==> src/wbc_pkg.sv <==
// Behaviour
// - Watchdog control byte must have even parity
// - Bit 6 turns watchdog off in stop
// - Bit 5 selects time-out or window watchdog
// - Bit 4 starts watchdog after bus wake
// - Reserved bits are read-only, read zero
// - Period code 000..101 gives 10..500 ms
// - Flash bit disables LIN slope control
// - Low-slope bit selects 10.4 kBaud mode
// - Bus bit 5 enables LIN transmit time-out
// - LIN mode field bits 4:3, hardware updatable
// - CAN mode field bits 1:0, hardware updatable
// - LIN option writes act at chip-select rise
// - Fail-safe reloads bus and wake registers
// - Peak bit 5 selects low or high threshold
// - Peak bit writable in init and normal only
// - Stop-mode peak write raises no failure
// - Watchdog register reset and restart values
// - Bus register resets to 0010 0000
// - Peak register reset zero, restart keeps bit
// - Write response returns previous register contents
package wbc_pkg;

  localparam logic [6:0] WBC_ADDR_WDOG = 7'h03;
  localparam logic [6:0] WBC_ADDR_BUS = 7'h04;
  localparam logic [6:0] WBC_ADDR_PEAK = 7'h05;

  localparam logic [7:0] WBC_WDOG_POR = 8'h14;
  localparam logic [7:0] WBC_BUS_POR = 8'h20;
  localparam logic [7:0] WBC_PEAK_POR = 8'h00;

  localparam logic [7:0] WBC_WDOG_RESTART_KEEP = 8'hb0;
  localparam logic [7:0] WBC_WDOG_RESTART_VAL = 8'h04;
  localparam logic [7:0] WBC_PEAK_RESTART_KEEP = 8'h20;
  localparam logic [7:0] WBC_BUS_FAILSAFE_KEEP = 8'he0;
  localparam logic [7:0] WBC_BUS_FAILSAFE_VAL = 8'h09;

  localparam logic [7:0] WBC_WDOG_WMASK = 8'hf7;
  localparam logic [7:0] WBC_BUS_WMASK = 8'hfb;
  localparam logic [7:0] WBC_PEAK_WMASK = 8'h20;

  localparam int WBC_PERIOD_LSB = 0;
  localparam int WBC_STOP_OFF_POS = 6;
  localparam int WBC_LIN_MODE_LSB = 3;
  localparam int WBC_CAN_MODE_LSB = 0;
  localparam int WBC_RW_POS = 7;
  localparam int WBC_CHECKSUM_POS = 7;
  localparam int WBC_WINDOW_POS = 5;
  localparam int WBC_WAKE_START_POS = 4;
  localparam int WBC_FLASH_POS = 7;
  localparam int WBC_LOW_SLOPE_POS = 6;
  localparam int WBC_TXD_TO_POS = 5;
  localparam int WBC_PEAK_POS = 5;

  localparam logic [2:0] WBC_PERIOD_MAX_CODE = 3'h5;
  localparam logic [4:0] WBC_FRAME_BITS = 5'h10;
  localparam logic [4:0] WBC_ADDR_BITS = 5'h08;

  localparam logic [1:0] WBC_MODE_INIT = 2'h0;
  localparam logic [1:0] WBC_MODE_NORMAL = 2'h1;
  localparam logic [1:0] WBC_MODE_STOP = 2'h2;
  localparam logic [1:0] WBC_MODE_OTHER = 2'h3;

  typedef enum logic {WBC_IDLE, WBC_ACTIVE} wbc_spi_state_t;

  typedef struct packed {
    logic checksum;
    logic stop_mode_wdog_off_bit0;
    logic window_type_select;
    logic wdog_start_after_bus_wake;
    logic [2:0] wdog_period_code;
    logic cfg_valid;
  } wbc_wdog_cfg_t;

  typedef struct packed {
    logic lin_flash_mode;
    logic lin_low_slope_select;
    logic lin_transmit_timeout_enable;
    logic [1:0] lin_channel_mode;
    logic [1:0] can_mode;
  } wbc_bus_cfg_t;

  typedef struct packed {
    logic stop_off_load;
    logic stop_off_val;
    logic period_load;
    logic [2:0] period_val;
    logic lin_mode_load;
    logic [1:0] lin_mode_val;
    logic can_mode_load;
    logic [1:0] can_mode_val;
  } wbc_hw_update_t;

  typedef struct packed {
    logic [1:0] cs_sync;
    logic [2:0] sck_sync;
    logic [1:0] sdi_sync;
    logic cs_prev;
    wbc_spi_state_t st;
    logic [4:0] bit_cnt;
    logic [15:0] rx;
    logic [15:0] tx;
    logic sdo_bit;
    logic frame_fail;
    logic wake_reload;
    logic [7:0] wdog;
    logic [7:0] bus;
    logic [7:0] peak;
  } wbc_state_t;

endpackage

==> src/wbc_regs.sv <==
`timescale 1ns/1ns
module wbc_regs
  import wbc_pkg::*;
(
  input wire logic clk,
  input wire logic reset,
  input wire logic soft_reset,
  input wire logic restart,
  input wire logic failsafe_entry,
  input wire logic [1:0] sbc_mode,
  input wire wbc_hw_update_t hw_update,
  input wire logic chip_select_n,
  input wire logic sclk,
  input wire logic sdi,
  output logic sdo,
  output logic sdo_oe_n,
  output wbc_wdog_cfg_t wdog_cfg,
  output wbc_bus_cfg_t bus_cfg,
  output logic active_peak_threshold_select,
  output logic spi_fail,
  output logic ext_wake_reload
);

  wbc_state_t state_reg;
  wbc_state_t state_next;

  function automatic logic [7:0] read_reg(input logic [6:0] addr, input wbc_state_t s);
    logic [7:0] v;
    v = 8'h00;
    case (addr)
      WBC_ADDR_WDOG: v = s.wdog & WBC_WDOG_WMASK;
      WBC_ADDR_BUS: v = s.bus & WBC_BUS_WMASK;
      WBC_ADDR_PEAK: v = s.peak & WBC_PEAK_WMASK;
      default: v = 8'h00;
    endcase
    return v;
  endfunction

  // Only the written bits move; reserved positions stay zero
  function automatic logic [7:0] merge(input logic [7:0] old, input logic [7:0] data,
                                       input logic [7:0] wmask);
    return (old & ~wmask) | (data & wmask);
  endfunction

  always_comb begin
    logic sck_rise;
    logic sck_fall;
    logic cs_fall;
    logic cs_rise;
    logic [6:0] addr;
    logic [7:0] data;
    sck_rise = 1'b0;
    sck_fall = 1'b0;
    cs_fall = 1'b0;
    cs_rise = 1'b0;
    addr = 7'h00;
    data = 8'h00;
    state_next = state_reg;
    state_next.wake_reload = 1'b0;

    // Pins are asynchronous to clk; stage 0 feeds only stage 1
    state_next.cs_sync = {state_reg.cs_sync[0], chip_select_n};
    state_next.sck_sync = {state_reg.sck_sync[1:0], sclk};
    state_next.sdi_sync = {state_reg.sdi_sync[0], sdi};
    state_next.cs_prev = state_reg.cs_sync[1];
    sck_rise = state_reg.sck_sync[1] & ~state_reg.sck_sync[2];
    sck_fall = ~state_reg.sck_sync[1] & state_reg.sck_sync[2];
    cs_fall = ~state_reg.cs_sync[1] & state_reg.cs_prev;
    cs_rise = state_reg.cs_sync[1] & ~state_reg.cs_prev;

    case (state_reg.st)
      WBC_IDLE: begin
        if (cs_fall) begin
          state_next.st = WBC_ACTIVE;
          state_next.bit_cnt = 5'h00;
          state_next.tx = {8'h00, 7'h00, state_reg.frame_fail};
          state_next.sdo_bit = state_reg.frame_fail;
        end
      end
      WBC_ACTIVE: begin
        if (cs_rise) begin
          state_next.st = WBC_IDLE;
          // A frame of any other length is dropped and flagged
          state_next.frame_fail = (state_reg.bit_cnt != WBC_FRAME_BITS);
          addr = state_reg.rx[6:0];
          data = state_reg.rx[15:8];
          if (state_reg.bit_cnt == WBC_FRAME_BITS && state_reg.rx[WBC_RW_POS]) begin
            case (addr)
              WBC_ADDR_WDOG: begin
                state_next.wdog = merge(state_reg.wdog, data, WBC_WDOG_WMASK);
              end
              WBC_ADDR_BUS: begin
                // Options drive the one LIN channel of bus_cfg from this edge on
                state_next.bus = merge(state_reg.bus, data, WBC_BUS_WMASK);
              end
              WBC_ADDR_PEAK: begin
                // Stop mode: silently ignored, no failure flag
                if (sbc_mode == WBC_MODE_INIT || sbc_mode == WBC_MODE_NORMAL) begin
                  state_next.peak = merge(state_reg.peak, data, WBC_PEAK_WMASK);
                end
              end
              default: begin
                state_next.wdog = state_reg.wdog;
              end
            endcase
          end
        end else begin
          if (sck_rise) begin
            state_next.rx = {state_reg.sdi_sync[1], state_reg.rx[15:1]};
            if (state_reg.bit_cnt != 5'h1f) begin
              state_next.bit_cnt = state_reg.bit_cnt + 5'h01;
            end
            // Address complete: queue the contents held before this frame
            if (state_reg.bit_cnt + 5'h01 == WBC_ADDR_BITS) begin
              // Seven bits in so far, sitting in the top of the shifter
              state_next.tx[8:1] = read_reg(state_reg.rx[15:9], state_reg);
            end
          end
          if (sck_fall) begin
            state_next.tx = {1'b0, state_reg.tx[15:1]};
            state_next.sdo_bit = state_reg.tx[1];
          end
        end
      end
      default: begin
        state_next.st = WBC_IDLE;
      end
    endcase

    // Hardware updates win over a write landing in the same cycle
    if (hw_update.stop_off_load) begin
      state_next.wdog[WBC_STOP_OFF_POS] = hw_update.stop_off_val;
    end
    if (hw_update.period_load) begin
      state_next.wdog[WBC_PERIOD_LSB +: 3] = hw_update.period_val;
    end
    if (hw_update.lin_mode_load) begin
      state_next.bus[WBC_LIN_MODE_LSB +: 2] = hw_update.lin_mode_val;
    end
    if (hw_update.can_mode_load) begin
      state_next.bus[WBC_CAN_MODE_LSB +: 2] = hw_update.can_mode_val;
    end

    if (failsafe_entry) begin
      state_next.bus = (state_reg.bus & WBC_BUS_FAILSAFE_KEEP) | WBC_BUS_FAILSAFE_VAL;
      state_next.wake_reload = 1'b1;
    end
    if (restart) begin
      state_next.wdog = (state_reg.wdog & WBC_WDOG_RESTART_KEEP) | WBC_WDOG_RESTART_VAL;
      state_next.peak = state_reg.peak & WBC_PEAK_RESTART_KEEP;
    end
    if (soft_reset) begin
      state_next.wdog = WBC_WDOG_POR;
      state_next.bus = WBC_BUS_POR;
      state_next.peak = WBC_PEAK_POR;
    end

    // Pin is already released by the enable; clearing waits for the synchroniser
    if (state_reg.cs_sync[1]) begin
      state_next.sdo_bit = 1'b0;
    end
  end

  always_ff @(posedge clk) begin
    if (reset) begin
      state_reg <= '0;
      state_reg.cs_sync <= 2'h3;
      state_reg.cs_prev <= 1'b1;
      state_reg.st <= WBC_IDLE;
      state_reg.wdog <= WBC_WDOG_POR;
      state_reg.bus <= WBC_BUS_POR;
      state_reg.peak <= WBC_PEAK_POR;
    end else begin
      state_reg <= state_next;
    end
  end

  assign sdo = state_reg.sdo_bit;
  assign sdo_oe_n = chip_select_n;
  assign wdog_cfg.checksum = state_reg.wdog[WBC_CHECKSUM_POS];
  assign wdog_cfg.stop_mode_wdog_off_bit0 = state_reg.wdog[WBC_STOP_OFF_POS];
  assign wdog_cfg.window_type_select = state_reg.wdog[WBC_WINDOW_POS];
  assign wdog_cfg.wdog_start_after_bus_wake = state_reg.wdog[WBC_WAKE_START_POS];
  assign wdog_cfg.wdog_period_code = state_reg.wdog[WBC_PERIOD_LSB +: 3];
  // Parity odd or reserved period code: the engine must not accept it
  assign wdog_cfg.cfg_valid = ~(^(state_reg.wdog & WBC_WDOG_WMASK))
      && (state_reg.wdog[WBC_PERIOD_LSB +: 3] <= WBC_PERIOD_MAX_CODE);
  assign bus_cfg.lin_flash_mode = state_reg.bus[WBC_FLASH_POS];
  assign bus_cfg.lin_low_slope_select = state_reg.bus[WBC_LOW_SLOPE_POS];
  assign bus_cfg.lin_transmit_timeout_enable = state_reg.bus[WBC_TXD_TO_POS];
  assign bus_cfg.lin_channel_mode = state_reg.bus[WBC_LIN_MODE_LSB +: 2];
  assign bus_cfg.can_mode = state_reg.bus[WBC_CAN_MODE_LSB +: 2];
  assign active_peak_threshold_select = state_reg.peak[WBC_PEAK_POS];
  assign spi_fail = state_reg.frame_fail;
  assign ext_wake_reload = state_reg.wake_reload;

endmodule

==> config.mk <==
export PLATFORM = sky130hd
export DESIGN_NAME = wbc_regs
export DESIGN_NICKNAME = d
export VERILOG_FILES = /design/src/wbc_pkg.sv /design/src/wbc_regs.sv
export SDC_FILE = /design/constraint.sdc
export NUM_CORES = 1
export LEC_CHECK = 0
export BUFFER_PORTS_ARGS = -buffer_cell sky130_fd_sc_hd__clkbuf_2
export CAP_MARGIN = 30
export CORE_ASPECT_RATIO = 0.9
export CORE_MARGIN = 5
export CORE_UTILIZATION = 57
export CTS_BUF_LIST = sky130_fd_sc_hd__clkbuf_8 sky130_fd_sc_hd__clkbuf_16
export DETAILED_ROUTE_END_ITERATION = 7
export PLACE_DENSITY = 0.79
export SYNTH_ARGS = -nofsm -noshare
export SYNTH_HDL_FRONTEND = slang
export SYNTH_SLANG_ARGS = --single-unit
==> constraint.sdc <==
create_clock -name clk -period 5.4 [get_ports clk]
set_input_delay 0.54 -clock clk [delete_from_list [all_inputs] [get_ports clk]]
set_output_delay 0.54 -clock clk [all_outputs]
set_load 0.01 [all_outputs]
==> impl_results.md, run 1 <==
- Status: complete, no violations
- Mapped Nets: 354
- CTS sink count: 62
- # rows: 25
- Final TNS setup: 0 ns
- Final worst path period share: 46.4%
- Max Fanout on Critical Path: 5
- Peak VDD IR: 0.000157 V
- Synthesis-to-layout area growth: 9.13%
- Sequential share of power: 52.5%
- Routed len/inst: 14.7 um
- Share of cells above drive strength 1: 19.6%
- Core footprint: 5220 sq um
- Final nets: 373
- Leak pwr: 1.41 nW
- Via count: 2,365
- CP Capture Type: primary output
- Max cap viols: 0
- Register area share after synthesis: 40.8%
- WP data arrival: 1.97 ns
- Tightest Pin Transition: 0.967 ns
- First-pass GRT wire length: 10.5 mm
- Seq. cell area: 1240 sq um
- Top_reg_cell synth: dfxtp_1
- Placed insts: 403
- Number of routed nets with antenna violations: 0
- Logic pwr share: 5.0%
- DRC viols: 0
- Post-synth top cells: dfxtp_1, nor2_1, mux2i_1, a21oi_1, nand2_1
- CTS tree: built
- Max Transition Viols Final: 0
- Setup Fix Bufs, Post-CTS: 0
- Via density: 5.64
- Clk pwr share: 42.5%
- Total power per unit cell area: 269 nW/um^2
- Final hold viol count: 0
- Max Clk Rate: 399 MHz
- Max FFs per register: 39
- RSZ-0062 raised after global routing: no
- Die W: 87 um
- Slew HR: 35.3%
- Fill cell count: 468
- Sw frac: 22.9%
- Clk root buf: clkbuf_8
- GP Congestion: 0.856
- Syn. warnings: 0
- Yosys reg bits: 62
- Longest Clk Path Bufs: 2
- GRT overflow: 0
- Drt total wl: 6.14 mm
- Crit start category: register
- Pin count of the biggest net entering global routing: 44
- DIE AREA: 6900 sq um
- Clock Latency Late Sink: 0.35 ns
- Cts repair resizes: 0
- Kind of critical path: reg -> out
- Hold buffer count at cts: 0
- Vias in the first global route: 2,157
- Top cell type's share of synthesized area: 40.8%
- Top area cells in the synthesized netlist: dfxtp_1, mux2i_1, buf_4
- Dpl hpwl: 4.36 mm
- Total power draw: 0.891 mW
- Die H: 79.3 um
- Syn Area/Cell: 9.27 sq um
- Final worst clock skew: 0.00781 ns
- Worst hold path type: in -> reg
- Clock-pin slew on the worst setup and hold paths: 0.06 ns
- Initial antenna violation count: 0
- First-pass iteration count of the detailed router: 4
- Fin cells: 419
- Initial Utilization: 58.2%
- EDFF count, synth: 0
- Tot GR Track Use: 19.7%
- Net Sw Power: 0.205 mW
- IO buf count: 40
- IO Pins: 42
- Ys async rst share: 0%
- Crit path time final: 2.51 ns
- Htree depth: 3
- Synth cell types: 57
- Most common cell in the synthesized netlist: dfxtp_1
- Final Util: 63.5%
- DR iter-0 viols: 166
- Internal power: 0.687 mW
- Final Instance Area: 3320 sq um
- Worst EP required: 4.86 ns
- Mapped Area: 3040 sq um
- Most area-hungry cell type in the Yosys netlist: dfxtp_1
- Area post-placement: 3140 sq um
- Multi-input gate area: 1580 sq um
- Final setup viols: 0
- Mapped Cells: 328
- CTS buffer count: 9
- N_diodes: 0
==> layout by cell type, fill, tap and decap left out, drive strengths merged, types with 5 or more instances in the layout <==
master   n
a21oi   18
a22o     7
a22oi    5
and2     5
clkbuf  49
clkinv   5
dfxtp   62
inv      9
mux2i   28
nand2   16
nand3    8
nand3b   5
nand4    5
nor2    29
nor2b   12
nor3     6
nor4     9
o21ai   17
==> power by group through the flow <==
stage	Sequential [mW]	Clock (mW)	Combinational (mW)
floorplan	0.476	0	0.0318
global placement	0.478	0	0.0441
global route	0.468	0.411	0.0503
finish	0.468	0.379	0.0448
detailed placement	0.478	0	0.0447
CTS	0.468	0.389	0.0449
==> critical path: stages, from the launching register on <==
cell and delay, ns:
dfxtp_1 0.40, inv_1 0.07, ha_1 0.28, xor2_1 0.15, xnor2_1 0.21, xnor2_1 0.16, mux2i_1 0.21, clkbuf_2 0.15
==> worst paths after layout <==
kind | from | end | slack (ns) | cells after the start
setup / recovery | wdog_cfg[2] | wdog_cfg[0] | 2.89 | 7
hold / removal | chip_select_n | state_next[72] | 0.39 | 2
setup reg to reg | state_reg[59] | bus_cfg[4] | 3.31 | 6
hold reg to reg | state_next[72] | state_next[65] | 0.41 | 1
==> per-layer routing <==
layer | wire length, um | track usage, % | vias to the layer above
li1 | - | - | 1208
met1 | 2870 | 26.8 | 1086
met2 | 2740 | 28.5 | 61
met3 | 424 | 7.05 | 10
met4 | 102 | 6.85 | 0
met5 | 0 | 0 | -
==> cell families (layout without fill, tap and decap cells) <==
group | Yosys count | after routing | share of synthesized area (%)
AOI/OAI and AO/OA | 61 | 61 | 13.1
xor gates and xnor gates | 4 | 4 | 1.15
adders and majority gates | 4 | 4 | 1.65
muxes | 31 | 31 | 10.3
and+or+nand+nor | 126 | 126 | 25.8
buffers and inverters | 40 | 64 | 7.16
DFF | 62 | 62 | 40.8
==> through the flow <==
step	hold slack, ns	setup slack, ns
floorplan	0.383	3.41
global placement	0.385	3.27
detailed placement	0.395	3.24
CTS	0.373	2.86
global route	0.381	2.77
finish	0.386	2.89
==> final cells by class <==
class                   instances  share of cell area [%]
multi-input cells             226                    47.7
flip-flops and latches         62                    37.4
well taps                      67                    2.53
clock buffers                   9                    3.73
clock inverters                 7                    1.73
repair buffers                 40                    6.03
inverters                       8                   0.905
No activity file was read; power rests on OpenSTA's default activity.
==> run 2, diff against run 1 <==
- CORE_UTILIZATION: 57 -> 51
- PLACE_DENSITY: 0.79 -> 0.75
- clock period: 5.4 -> 2.2 ns (I/O delays scaled with it)
==> run 2 against run 1 <==
  * Register-to-register slack got worse by 3.2 ns
  * Power rose to 2.6 times the previous value
  * Combinational power rose to 2.7 times the previous value
  * Clock-buffer cell count rose by 4
  * Global-route usage fell by 1.6 points
  * Core utilization fell by 3.0 points
  * First-iteration DRC count rose by 11%
  * Critical path depth fell by 1
  * Highest routed layer unchanged
  * Design area rose by 4.5%
  * Via count rose by 4.7%
==> impl_results.md, run 2 (synthesis gave the netlist of run 1 again) <==
- Status: complete, no violations
- Final TNS setup: 0 ns
- First-pass iteration count of the detailed router: 4
- RSZ-0062 raised after global routing: no
- Kind of critical path: reg -> reg
- Crit path time final: 2.08 ns
- Min-delay src: chip_select_n
- Die W: 91.4 um
- IO Pins: 42
- Met2 usage: 26.9%
- CP Capture Type: register
- Max Fanout on Critical Path: 6
- Tot GR Track Use: 18.0%
- Max Transition Viols Final: 0
- Final setup viols: 0
- Initial antenna violation count: 0
- Final Util: 60.6%
- Longest Clk Path Bufs: 2
- Hold Path Stages: 2
- Routed len/inst: 15.3 um
- Peak VDD IR: 0.000575 V
- Worst EP required: 2.43 ns
- Final worst path period share: 94.6%
- Htree depth: 3
- First-pass GRT wire length: 11.1 mm
- Die H: 83.3 um
- Drt total wl: 6.61 mm
- Clock Latency Late Sink: 0.34 ns
- IO buf count: 40
- Clock-pin slew on the worst setup and hold paths: 0.07 ns
- DRC viols: 0
- Max cap viols: 0
- Final hold viol count: 0
- # rows: 26
- GP Congestion: 0.900
- Multi-input gate area: 1620 sq um
- Via density: 5.74
- Leak pwr: 1.48 nW
- Clk root buf: clkbuf_8
- Max FFs per register: 39
- Synthesis-to-layout area growth: 14.0%
- Reg2reg path depth: 6
- Max Clk Rate: 481 MHz
- Crit Reg-Reg Endpoint: state_reg[30]
- GR Util met1: 23.4%
- Seq. cell area: 1250 sq um
- Vias in the first global route: 2,344
- Worst hold path type: in -> reg
- Final worst clock skew: 0.00528 ns
- Initial Utilization: 53.1%
- Most common cell after layout, fill and taps aside: dfxtp_1
- DIE AREA: 7610 sq um
- Dpl hpwl: 4.81 mm
- Share of cells above drive strength 1: 23.8%
- Met3 GRT Util: 5.88%
- CTS sink count: 62
- Via count: 2,476
- FF-to-FF setup slack: 0.12 ns
- Number of routed nets with antenna violations: 0
- Pin count of the biggest net entering global routing: 23
- Slew HR: 57.1%
- Tightest Pin Transition: 0.642 ns
- Top Usage Layer GRT: met2
- RR Startpoint: state_reg[59]
- CTS buffer count: 9
- WP data arrival: 2.31 ns
- Hold Crit Endpoint: state_next[72]
- CTS tree: built
- Final nets: 382
- Core footprint: 5730 sq um
- DR iter-0 viols: 184
- Crit start category: register
- Most frequent cells in the layout: dfxtp_1, clkbuf_2, nor2_1, mux2i_1, a21oi_1
- N_diodes: 0
- Fill cell count: 494
- Hold buffer count at cts: 0
- GRT overflow: 0
- Total power per unit cell area: 673 nW/um^2
==> run 2: changes by cell type in the layout (fill, tap and decap cells not counted), moves of 2 or more <==
cell,change
inv_1,-2
clkbuf_8,+4
xnor2_2,+2
dfxtp_1,-2
xnor2_1,-2
buf_4,+9
clkinv_2,-2
==> run 2: cell type report <==
class | instances | share of cell area, %
clock buffers | 13 | 5.16
clock inverters | 3 | 1.15
inverters | 8 | 0.866
multi-input cells | 226 | 46.6
flip-flops and latches | 62 | 35.9
well taps | 70 | 2.53
repair buffers | 49 | 7.72
==> run 2: how the worst max path moves through the flow <==
stage,start,to,depth (start not counted)
floorplan,state_reg[59],state_reg[30],6
global placement,state_reg[59],state_reg[30],6
detailed placement,state_reg[59],state_reg[30],6
CTS,wdog_cfg[1],wdog_cfg[0],6
global route,state_reg[59],state_reg[31],6
finish,state_reg[59],state_reg[30],6
==> run 2: critical path, stage by stage (launching register included) <==
cell and delay [ns]:
dfxtp_1 0.36, ha_1 0.25, and3_1 0.20, ha_1 0.30, a211o_1 0.29, a31o_2 0.28, mux2_1 0.30
==> run 2: stage by stage <==
step / hold slack (ns) / area, sq um / std cells / power (mW) / setup slack [ns]
5_1_grt: 0.0823 / 3470 / 431 / 2.43 / 0.0233
2_1_floorplan: 0.317 / 3040 / 328 / 1.25 / 0.267
6_report: 0.0695 / 3470 / 431 / 2.34 / 0.119
3_3_place_gp: 0.392 / 3200 / 414 / 1.29 / 0.200
4_1_cts: 0.0536 / 3420 / 430 / 2.37 / 0.0259
3_5_place_dp: 0.403 / 3200 / 414 / 1.29 / 0.133
==> run 2: routing by layer <==
metal,vias to the layer above,share of wire [%]
met3,14,6.9
met5,-,0
met2,67,46
li1,1218,-
met1,1177,45
met4,0,2.4
==> run 2: report_power, final <==
| group | leakage, nW | internal [mW] | switching, mW | total (mW) |
|---|---|---|---|---|
| Sequential | 0.503 | 1.14 | 0.0110 | 1.15 |
| Clock | 0.115 | 0.643 | 0.425 | 1.07 |
| Combinational | 0.864 | 0.0508 | 0.0707 | 0.121 |
==> run 2: what timing repair did <==
action	4_1_cts	5_1_grt
endpoints found under the hold margin	0	0
setup buffers	0	1
cloned	0	0
setup endpoints to repair	1	1
resized for setup	1	7
pin swaps	0	2
